## config.mk

```make
export PLATFORM = sky130hd
export DESIGN_NAME = qbf_fault_irq
export DESIGN_NICKNAME = d
export VERILOG_FILES = /design/src/qbf_pkg.sv /design/src/qbf_debounce.sv /design/src/qbf_fault_irq.sv
export VERILOG_INCLUDE_DIRS = /design/src /design/src/src
export SDC_FILE = /design/constraint.sdc
export NUM_CORES = 1
export LEC_CHECK = 0
export BUFFER_PORTS_ARGS = -buffer_cell sky130_fd_sc_hd__buf_4
export CAP_MARGIN = 15
export CORE_MARGIN = 2
export CORE_UTILIZATION = 35
export DETAILED_ROUTE_END_ITERATION = 8
export HOLD_SLACK_MARGIN = 0.08
export PLACE_DENSITY = 0.57
export SYNTH_ARGS = -nofsm -noshare
export SYNTH_HDL_FRONTEND = slang
export SYNTH_SLANG_ARGS = --single-unit
```

## constraint.sdc

```tcl
create_clock -name clk_in -period 1.8 [get_ports clk_in]
set_input_delay 0.45 -clock clk_in [delete_from_list [all_inputs] [get_ports clk_in]]
set_output_delay 0.45 -clock clk_in [all_outputs]
set_load 0.01 [all_outputs]
```

## src/qbf_cfg.svh

```systemverilog
// Purpose: Constants for the regulator fault interrupt logic.
// Assumes: 20 MHz device clock.
// Notes: Times are kept in their own unit; cycle counts derive from them.
`ifndef QBF_CFG_SVH
`define QBF_CFG_SVH
`define QBF_CLK_MHZ 20
`define QBF_SHORT_DEB_US 20
`define QBF_LONG_DEB_US 1000
`define QBF_SHORT_DEB_CYC (`QBF_SHORT_DEB_US * `QBF_CLK_MHZ)
`define QBF_LONG_DEB_CYC (`QBF_LONG_DEB_US * `QBF_CLK_MHZ)
`define QBF_NUM_CORES 4
`define QBF_ILIM_W 3
`define QBF_ILIM_RST 3'h0
`endif

```

## src/qbf_pkg.sv

```systemverilog
// Purpose: Types for the regulator fault interrupt logic.
// Assumes: Nothing beyond the constants header.
// Notes: Core run state is the only enumeration.
package qbf_pkg;
    typedef enum logic [1:0] {
        QBF_CORE_OFF,
        QBF_CORE_START,
        QBF_CORE_RUN,
        QBF_CORE_TRIPPED
    } qbf_core_state_type;
endpackage : qbf_pkg

```

## src/qbf_debounce.sv

```systemverilog
// Purpose: Symmetric debounce filter with a sampling counter.
// Assumes: Input already synchronised to clk_in.
// Notes: The output follows the input once it has differed for CYCLES clocks.
`timescale 1ns/1ps
`default_nettype none
module qbf_debounce #(
    parameter int CYCLES = 400
) (
    input wire logic clk_in,
    input wire logic srst_in,
    input wire logic raw_in,
    output var logic clean_out
);
    localparam int CW = $clog2(CYCLES + 1);
    logic [CW-1:0] cnt_q;

    initial begin
        if (CYCLES < 1) begin
            $error("qbf_debounce CYCLES must be at least one");
        end
    end

    always_ff @(posedge clk_in) begin
        if (srst_in) begin
            cnt_q <= '0;
            clean_out <= 1'b0;
        end else if (raw_in == clean_out) begin
            cnt_q <= '0;
        end else if (cnt_q == CW'(CYCLES - 1)) begin
            cnt_q <= '0;
            clean_out <= raw_in;
        end else begin
            cnt_q <= cnt_q + 1'b1;
        end
    end
endmodule : qbf_debounce
`default_nettype wire

```

## src/qbf_fault_irq.sv

```systemverilog
// Function
// - Warnings only interrupt, protection disables cores, faults reset the device.
// - Any warning or protection event sets its flag; only unmasked flags pull interrupt low.
// - Interrupt stays low until every pending unmasked flag is cleared.
// - Shutdown faults show only as reset-occurred flag after next start-up.
// - Each per-core event sets the detailed flag and core summary bit.
// - Each core holds a 3-bit current limit; limiting keeps the core running.
// - Current limiting lasting 20 us sets the core current-limit flag only.
// - Live current-limit status per core, separate from the sticky flag.
// - Current-limit flag clears by write 1, ignored while limit is active.
// - Output under 0.35 V for 1 ms disables core and sets unmaskable short flag.
// - A short-circuit trip also drives the core running status to zero.
// - One bit selects warning threshold; warning sets flag, has live status.
// - Warning flag clears by write 1 unless still hot; it has a mask.
// - Thermal shutdown disables all cores, sets unmaskable flag with live status.
// - Power-good sets a maskable flag with live status; write 1 clears.
// - Load measurement done sets a maskable flag, no status; write 1 clears.
// - Start-up after reset pin rise sets maskable reset-occurred flag.
// - Supply glitch or software reset restarts with reset-occurred flag set.
// - Enables only synchronised; thermal, limit, good 20 us; overload 1 ms debounce.
// - After short flag clear a core retries start-up if still enabled.
//
// Purpose: Diagnosis and protection interrupt logic for four regulator cores.
// Assumes: Analog comparator levels arrive asynchronously; srst_in is the
//          power-on, reset pin, supply-lockout and software reset combined.
// Notes: Clear strobes are one-cycle pulses from the serial register logic.
`timescale 1ns/1ps
`default_nettype none
`include "qbf_cfg.svh"
module qbf_fault_irq
    import qbf_pkg::*;
#(
    parameter int NCORES = `QBF_NUM_CORES,
    parameter int SHORT_DEB_CYC = `QBF_SHORT_DEB_CYC,
    parameter int LONG_DEB_CYC = `QBF_LONG_DEB_CYC
) (
    input wire logic clk_in,
    input wire logic srst_in,
    input wire logic [NCORES-1:0] core_enable_in,
    input wire logic [NCORES*`QBF_ILIM_W-1:0] core_current_limit_sel_in,
    input wire logic [NCORES-1:0] core_ilimit_raw_in,
    input wire logic [NCORES-1:0] core_undervolt_raw_in,
    input wire logic [NCORES-1:0] core_pgood_raw_in,
    input wire logic overtemp_warn_raw_in,
    input wire logic overtemp_shutdown_raw_in,
    input wire logic overtemp_warn_threshold_sel_in,
    input wire logic load_meas_done_in,
    input wire logic [NCORES-1:0] core_ilimit_mask_in,
    input wire logic [NCORES-1:0] core_pgood_mask_in,
    input wire logic overtemp_warn_mask_in,
    input wire logic load_ready_mask_in,
    input wire logic reset_occurred_mask_in,
    input wire logic [NCORES-1:0] core_ilimit_clr_in,
    input wire logic [NCORES-1:0] core_short_clr_in,
    input wire logic [NCORES-1:0] core_pgood_clr_in,
    input wire logic overtemp_warn_clr_in,
    input wire logic overtemp_shutdown_clr_in,
    input wire logic load_ready_clr_in,
    input wire logic reset_occurred_clr_in,
    output logic irq_out_n,
    output logic [NCORES-1:0] core_irq_summary_out,
    output logic [NCORES-1:0] core_ilimit_flag_out,
    output logic [NCORES-1:0] core_ilimit_live_out,
    output logic [NCORES-1:0] core_short_flag_out,
    output logic [NCORES-1:0] core_running_status_out,
    output logic [NCORES-1:0] core_pgood_flag_out,
    output logic [NCORES-1:0] core_pgood_live_out,
    output logic overtemp_warn_flag_out,
    output logic overtemp_warn_live_out,
    output logic overtemp_shutdown_flag_out,
    output logic overtemp_shutdown_live_out,
    output logic load_ready_flag_out,
    output logic reset_occurred_flag_out,
    output logic [NCORES*`QBF_ILIM_W-1:0] core_current_limit_out,
    output logic overtemp_warn_threshold_out,
    output logic [NCORES-1:0] core_switch_en_out
);

    // ==========================================================
    // Elaboration checks
    initial begin
        if (NCORES < 1 || SHORT_DEB_CYC < 1 || LONG_DEB_CYC < SHORT_DEB_CYC) begin
            $error("qbf_fault_irq parameters out of range");
        end
    end

    // ==========================================================
    // Input synchronisers
    // Every comparator and pin passes two flops; only the second is read.
    localparam int NSYNC = 3 * NCORES + 3;
    logic [NSYNC-1:0] sync1_q;
    logic [NSYNC-1:0] sync2_q;
    logic [NCORES-1:0] en_s;
    logic [NCORES-1:0] ilim_s;
    logic [NCORES-1:0] uv_s;
    logic [NCORES-1:0] pg_s;
    logic warn_s;
    logic sd_s;

    always_ff @(posedge clk_in) begin
        if (srst_in) begin
            sync1_q <= '0;
            sync2_q <= '0;
        end else begin
            sync1_q <= {core_enable_in, core_ilimit_raw_in, core_pgood_raw_in,
                        overtemp_warn_raw_in, overtemp_shutdown_raw_in,
                        overtemp_warn_threshold_sel_in};
            sync2_q <= sync1_q;
        end
    end

    // Enables are synchronised only, with no glitch filter.
    assign en_s = sync2_q[NSYNC-1 -: NCORES];

    // ==========================================================
    // Debounce filters
    // Undervoltage has a separate synchroniser chain since it is a longer filter.
    logic [NCORES-1:0] uv_sync1_q;
    logic [NCORES-1:0] uv_sync2_q;
    logic [NCORES-1:0] uv_arm;

    always_ff @(posedge clk_in) begin
        if (srst_in) begin
            uv_sync1_q <= '0;
            uv_sync2_q <= '0;
        end else begin
            uv_sync1_q <= core_undervolt_raw_in;
            uv_sync2_q <= uv_sync1_q;
        end
    end

    genvar gi;
    generate
        for (gi = 0; gi < NCORES; gi++) begin : g_deb
            qbf_debounce #(.CYCLES(SHORT_DEB_CYC)) u_ilim (
                .clk_in(clk_in),
                .srst_in(srst_in),
                .raw_in(sync2_q[NCORES + 3 + gi]),
                .clean_out(ilim_s[gi])
            );
            qbf_debounce #(.CYCLES(SHORT_DEB_CYC)) u_pg (
                .clk_in(clk_in),
                .srst_in(srst_in),
                .raw_in(sync2_q[3 + gi]),
                .clean_out(pg_s[gi])
            );
            // Held clear while the core is off, so the start-up window counts from enable.
            qbf_debounce #(.CYCLES(LONG_DEB_CYC)) u_uv (
                .clk_in(clk_in),
                .srst_in(srst_in || !uv_arm[gi]),
                .raw_in(uv_sync2_q[gi]),
                .clean_out(uv_s[gi])
            );
        end
    endgenerate

    qbf_debounce #(.CYCLES(SHORT_DEB_CYC)) u_warn (
        .clk_in(clk_in),
        .srst_in(srst_in),
        .raw_in(sync2_q[2]),
        .clean_out(warn_s)
    );

    qbf_debounce #(.CYCLES(SHORT_DEB_CYC)) u_sd (
        .clk_in(clk_in),
        .srst_in(srst_in),
        .raw_in(sync2_q[1]),
        .clean_out(sd_s)
    );

    // ==========================================================
    // Live status and configuration
    // Current limiting is only reported; the core keeps regulating at the limit.
    always_ff @(posedge clk_in) begin
        if (srst_in) begin
            core_ilimit_live_out <= '0;
            core_pgood_live_out <= '0;
            overtemp_warn_live_out <= 1'b0;
            overtemp_shutdown_live_out <= 1'b0;
            overtemp_warn_threshold_out <= 1'b0;
            core_current_limit_out <= {NCORES{`QBF_ILIM_RST}};
        end else begin
            core_ilimit_live_out <= ilim_s;
            core_pgood_live_out <= pg_s;
            overtemp_warn_live_out <= warn_s;
            overtemp_shutdown_live_out <= sd_s;
            overtemp_warn_threshold_out <= sync2_q[0];
            core_current_limit_out <= core_current_limit_sel_in;
        end
    end

    // ==========================================================
    // Per-core run control
    qbf_core_state_type core_st_q [NCORES];
    logic [NCORES-1:0] ilim_d1_q;
    logic [NCORES-1:0] pg_d1_q;
    logic [NCORES-1:0] trip;

    generate
        for (gi = 0; gi < NCORES; gi++) begin : g_core
            // The 1 ms undervoltage filter runs only in START and RUN, so one trip
            // term serves both the start-up window and overload in operation.
            assign uv_arm[gi] = core_st_q[gi] == QBF_CORE_START ||
                                core_st_q[gi] == QBF_CORE_RUN;
            assign trip[gi] = uv_s[gi] && uv_arm[gi];

            always_ff @(posedge clk_in) begin
                if (srst_in) begin
                    core_st_q[gi] <= QBF_CORE_OFF;
                end else begin
                    unique case (core_st_q[gi])
                        QBF_CORE_OFF: begin
                            if (en_s[gi] && !sd_s && !overtemp_shutdown_flag_out) begin
                                core_st_q[gi] <= QBF_CORE_START;
                            end
                        end
                        QBF_CORE_START, QBF_CORE_RUN: begin
                            if (sd_s || !en_s[gi]) begin
                                core_st_q[gi] <= QBF_CORE_OFF;
                            end else if (trip[gi]) begin
                                core_st_q[gi] <= QBF_CORE_TRIPPED;
                            end else if (pg_s[gi]) begin
                                core_st_q[gi] <= QBF_CORE_RUN;
                            end
                        end
                        QBF_CORE_TRIPPED: begin
                            if (!core_short_flag_out[gi]) begin
                                core_st_q[gi] <= QBF_CORE_OFF;
                            end
                        end
                    endcase
                end
            end

            always_ff @(posedge clk_in) begin
                if (srst_in) begin
                    core_switch_en_out[gi] <= 1'b0;
                    core_running_status_out[gi] <= 1'b0;
                end else begin
                    core_switch_en_out[gi] <= (core_st_q[gi] == QBF_CORE_START ||
                                               core_st_q[gi] == QBF_CORE_RUN) &&
                                              !trip[gi] && !sd_s;
                    core_running_status_out[gi] <= core_st_q[gi] == QBF_CORE_RUN &&
                                                   !trip[gi];
                end
            end
        end
    endgenerate

    // ==========================================================
    // Sticky flags
    // Set wins over clear; a clear is also refused while its source is active, except for power-good, which clears while still high.
    always_ff @(posedge clk_in) begin
        if (srst_in) begin
            ilim_d1_q <= '0;
            pg_d1_q <= '0;
        end else begin
            ilim_d1_q <= ilim_s;
            pg_d1_q <= pg_s;
        end
    end

    always_ff @(posedge clk_in) begin
        if (srst_in) begin
            core_ilimit_flag_out <= '0;
        end else begin
            core_ilimit_flag_out <= (ilim_s & ~ilim_d1_q) | (core_ilimit_flag_out &
                                    ~(core_ilimit_clr_in & ~ilim_s));
        end
    end

    always_ff @(posedge clk_in) begin
        if (srst_in) begin
            core_short_flag_out <= '0;
        end else begin
            core_short_flag_out <= trip | (core_short_flag_out &
                                   ~core_short_clr_in);
        end
    end

    always_ff @(posedge clk_in) begin
        if (srst_in) begin
            core_pgood_flag_out <= '0;
        end else begin
            core_pgood_flag_out <= (pg_s & ~pg_d1_q) | (core_pgood_flag_out &
                                   ~core_pgood_clr_in);
        end
    end

    always_ff @(posedge clk_in) begin
        if (srst_in) begin
            overtemp_warn_flag_out <= 1'b0;
            overtemp_shutdown_flag_out <= 1'b0;
            load_ready_flag_out <= 1'b0;
        end else begin
            overtemp_warn_flag_out <= warn_s ||
                (overtemp_warn_flag_out && !overtemp_warn_clr_in);
            overtemp_shutdown_flag_out <= sd_s ||
                (overtemp_shutdown_flag_out && !overtemp_shutdown_clr_in);
            load_ready_flag_out <= load_meas_done_in ||
                (load_ready_flag_out && !load_ready_clr_in);
        end
    end

    // Every reset source ends here, so the flag is what reports a past fault.
    always_ff @(posedge clk_in) begin
        if (srst_in) begin
            reset_occurred_flag_out <= 1'b1;
        end else if (reset_occurred_clr_in) begin
            reset_occurred_flag_out <= 1'b0;
        end
    end

    // ==========================================================
    // Summary bits and interrupt line
    logic [NCORES-1:0] summary_d;
    logic irq_pending;

    assign summary_d = core_ilimit_flag_out | core_short_flag_out |
                       core_pgood_flag_out;

    assign irq_pending = |(core_ilimit_flag_out & ~core_ilimit_mask_in) ||
                         |core_short_flag_out ||
                         |(core_pgood_flag_out & ~core_pgood_mask_in) ||
                         (overtemp_warn_flag_out && !overtemp_warn_mask_in) ||
                         overtemp_shutdown_flag_out ||
                         (load_ready_flag_out && !load_ready_mask_in) ||
                         (reset_occurred_flag_out && !reset_occurred_mask_in);

    always_ff @(posedge clk_in) begin
        if (srst_in) begin
            core_irq_summary_out <= '0;
            irq_out_n <= 1'b1;
        end else begin
            core_irq_summary_out <= summary_d;
            irq_out_n <= !irq_pending;
        end
    end

endmodule : qbf_fault_irq
`default_nettype wire

```

==> run_results.csv <==
group,metric,value,unit
outcome,outcome,"complete, no violations",
route,route.detailed.drc,0,
floorplanning,io-pin-count,113,
placed_design,portBuffers,112,
synthesis,synth_nets,1177,
worst_hold_path,hp-start,"reset_occurred_clr_in",
floorplanning,die-area,30600,sq um
synthesis,synth_top_family_by_area,"simple AND/OR/NAND/NOR gates",
critical_path,cp-end-kind,"output pin",
route,wl_per_cell,12.7,um
timing,fin_crit_sh,95.3,%
synthesis,yosysWarnings,0,
synthesis,synth_most_common_cell,"dfxtp_1",
synthesis,synth_fa_ha_area_share,3.18,%
synthesis,synth-xor-area-share,11.6,%
timing,hold_viol,0,
cells_and_area,synthToLayoutAreaGrowth,22.9,%
pwr,power_leakage,4.66,nW
global_routing,grt_pass1_wl,34600,um
synthesis,netlist_top_cells_count,"dfxtp_1 (254), nor2_1 (206), xnor2_1 (86)",
pwr,p_int,9.65,mW
route,drtPass1Iterations,4,
placed_design,dp.cells,1579,
global_routing,gr-total-overflow,0,
pwr,comb_power_share,5.1,%
critical_path,path_max_fanout,5,
route,post_drt_via_cell_ratio,4.59,
cells_and_area,nets,1312,
synthesis,ys_ff_latch,262,
floorplanning,dieHeight,175,um
synthesis,yosys.area_share.simple,26.1,%
worst_hold_path,whs_endpoint,"reset_occurred_flag_out$_SDFFE_PP1P_",
timing,max_freq,0.583,GHz
pwr,p_clk_share,45.6,%
timing,worst_pin_slew,0.443,ns
synthesis,synth_compound_area_share,2.74,%
synthesis,yosysTopAreaCell,"dfxtp_1",
floorplanning,core_area,28700,sq um
timing,finalSetupViolations,0,
global_routing,grt_max_degree,34,
synthesis,synth_top_flop_cell,"dfxtp_1",
pwr,switching_share,21.1,%
pwr,peakVddDrop,0.735,mV
pwr,switching_power,2.58,mW
critical_path,reg2reg_depth,5,
critical_path,cp_cell_sequence,"buf_4",
critical_path,r2r_start,"g_deb[1].u_uv.cnt_q[7]$_SDFF_PP0_",
cells_and_area,final_util,43.8,%
timing,skew,0.00892,ns
global_routing,antenna_found_initial,1,
cells_and_area,drive_above_1_share,15.1,%
critical_path,r2r-end,"g_deb[1].u_uv.cnt_q[7]$_SDFF_PP0_",
floorplanning,die_x,175,um
global_routing,grt_pass1_vias,7190,
synthesis,synthCells,1090,
placed_design,gp_congestion,0.792,
synthesis,async_flop_share,0,%
worst_hold_path,hold_depth,2,
synthesis,synth.area.top_cells,"dfxtp_1 (50%), nor2_1 (7.6%), xnor2_1 (7.4%), xor2_1 (4.2%), nor2b_1 (3.9%)",
cts,cts_tree,"yes",
critical_path,critical_path_class,"reg2out",
critical_path,slowest_delay,0.54,ns
cts,path_clk_slew,0.06,ns
critical_path,start_kind,"flop",
timing,grt_setup_unrepaired,"false",
critical_path,cp_top_family,"flip-flops",
critical_path,path_buf_inv,1,
synthesis,synth-edff-count,8,
global_routing,grt_usage,13.6,%
worst_hold_path,hp-class,"in2reg",
floorplanning,start_util,35.6,%
critical_path,critPathSlowestCell,"dfxtp_1",
cts,cts.sinks,262,
timing,finalSetupTns,0,ns
route,drt_iter0_markers,281,
cts,numCtsBuffers,28,
timing,slew_headroom,69.7,%
synthesis,syn_area,10200,sq um
pwr,powerDensity,973,nW/um^2
synthesis,syn_area_per_cell,9.38,sq um
critical_path,arrival,1.27,ns
critical_path,reg2reg_slack,0.09,ns
timing,slew_viol_final,0,
pwr,pwr-share-seq,49.3,%
synthesis,ys_types,44,
cts,root_buffer,"clkbuf_16",
placed_design,place.detailed.hpwl,14900,um
synthesis,synthMuxAreaShare,1.37,%
cts,cts_buffer_depth,3,
cells_and_area,n_fill_cell,2802,
timing,fin_ws,0.0848,ns
flow_run,max_cap_viol_count,0,
cts,cts_htree_levels,1,
cts,clk_latency,0.53,ns
route,vias,7472,
route,wl,20700,um
synthesis,synth_top_area_share,49.7,%
placed_design,dp_slack,0.0910,ns
floorplanning,rows,62,
cells_and_area,fin_cells,1629,
synthesis,ys_seq_area_share,52.1,%
timing,min_period,1.72,ns
critical_path,required,1.35,ns
route,ant_nets,0,
[cell usage in the layout (no fill, tap or decap), drive strengths merged]
cell type | netlist | final
a31o | 1 | 1
nor3 | 28 | 28
o31ai | 3 | 3
edfxtp | 8 | 8
nor2b | 63 | 63
xnor2 | 86 | 86
dfxtp | 254 | 254
o2111a | 1 | 1
o22ai | 5 | 5
or2 | 2 | 2
and3 | 26 | 26
a2111oi | 1 | 1
nor4 | 17 | 17
nor4bb | 1 | 1
nor4b | 5 | 5
buf | 6 | 138
nand2b | 27 | 27
and4 | 8 | 8
clkinv | 0 | 3
a211oi | 1 | 1
and2 | 4 | 4
nand2 | 39 | 39
a21oi | 22 | 22
o2111ai | 1 | 1
inv | 42 | 42
mux2i | 14 | 14
a21o | 1 | 1
a31oi | 1 | 1
ha | 26 | 26
nor2 | 210 | 210
nand4bb | 3 | 3
nand3 | 55 | 55
o21ai | 7 | 7
or3 | 8 | 8
o211ai | 3 | 3
or4b | 2 | 2
clkbuf | 27 | 46
nand4 | 33 | 33
xor2 | 49 | 49
diode | 0 | 1
[state kept, by name, summed over array words and instances (netlist names), 9 cells and up]
signal	cells
g_deb.u_uv.cnt_q	60
g_deb.u_ilim.cnt_q	36
g_deb.u_pg.cnt_q	36
sync1_q	15
sync2_q	15
core_current_limit_out	12
u_sd.cnt_q	9
u_warn.cnt_q	9
[layout make-up]
cell class	count	area (sq um)	share of cell area [%]
Clock buffer	46	901	7.17
Sequential cell	262	5330	42.4
Timing Repair Buffer	138	1090	8.64
Tap cell	384	480	3.82
Antenna cell	1	2.50	0.0199
Inverter	42	158	1.25
Multi-Input combinational cell	753	4600	36.6
Clock inverter	3	15.0	0.119
[power groups by stage]
stage	clock network [mW]	registers [mW]	logic (mW)
5_1_grt	6.02	6.04	0.702
3_5_place_dp	0	6.16	0.627
2_1_floorplan	0	6.16	0.320
6_report	5.57	6.03	0.623
3_3_place_gp	0	6.16	0.615
4_1_cts	5.75	6.03	0.632
[metal layers]
layer	routed length [um]	share of wire, %	track usage, %	up-vias
met5	0	0	0	-
met4	493	2.4	3.72	0
met3	1050	5.1	3.29	31
met2	9520	46	22.5	128
met1	9590	46	17.6	3421
li1	-	-	-	3892
[kinds of logic after synthesis]
group / count (synthesis)
DFF: 262
buffers and inverters: 75
muxes: 14
xor gates and xnor gates: 135
and+or+nand+nor: 531
adders and majority gates: 26
AOI/OAI and AO/OA: 47
[per-stage QoR]
| stage | instance area [sq um] | power (mW) | hold slack [ns] |
|---|---|---|---|
| after floorplan | 10200 | 6.48 | 0.413 |
| after global placement | 11600 | 6.77 | 0.417 |
| after detailed placement | 11600 | 6.79 | 0.421 |
| after CTS | 12600 | 12.4 | 0.0890 |
| after global routing | 12600 | 12.8 | 0.107 |
| final | 12600 | 12.2 | 0.109 |
[how the worst max path moves through the flow]
stage,slack [ns],end,startpoint,depth (start not counted)
after global routing,0.006,g_deb[1].u_uv.cnt_q[7]$_SDFF_PP0_,g_deb[1].u_uv.cnt_q[7]$_SDFF_PP0_,5
after global placement,0.12,g_deb[1].u_uv.cnt_q[3]$_SDFF_PP0_,g_deb[1].u_uv.cnt_q[7]$_SDFF_PP0_,5
after detailed placement,0.09,g_deb[1].u_uv.cnt_q[5]$_SDFF_PP0_,g_deb[1].u_uv.cnt_q[7]$_SDFF_PP0_,5
after CTS,0.02,core_short_flag_out[3],core_short_flag_out[3]$_SDFF_PP0_,1
after floorplan,0.12,g_deb[1].u_uv.cnt_q[8]$_SDFF_PP0_,g_deb[1].u_uv.cnt_q[7]$_SDFF_PP0_,6
final,0.08,core_short_flag_out[3],core_short_flag_out[3]$_SDFF_PP0_,1
[what timing repair did]
item,4_1_cts,5_1_grt
buffers inserted,0,0
hold buffers,0,0
gates resized for setup,0,1
setup endpoints to repair,0,1
No activity file was read; power rests on OpenSTA's default activity.
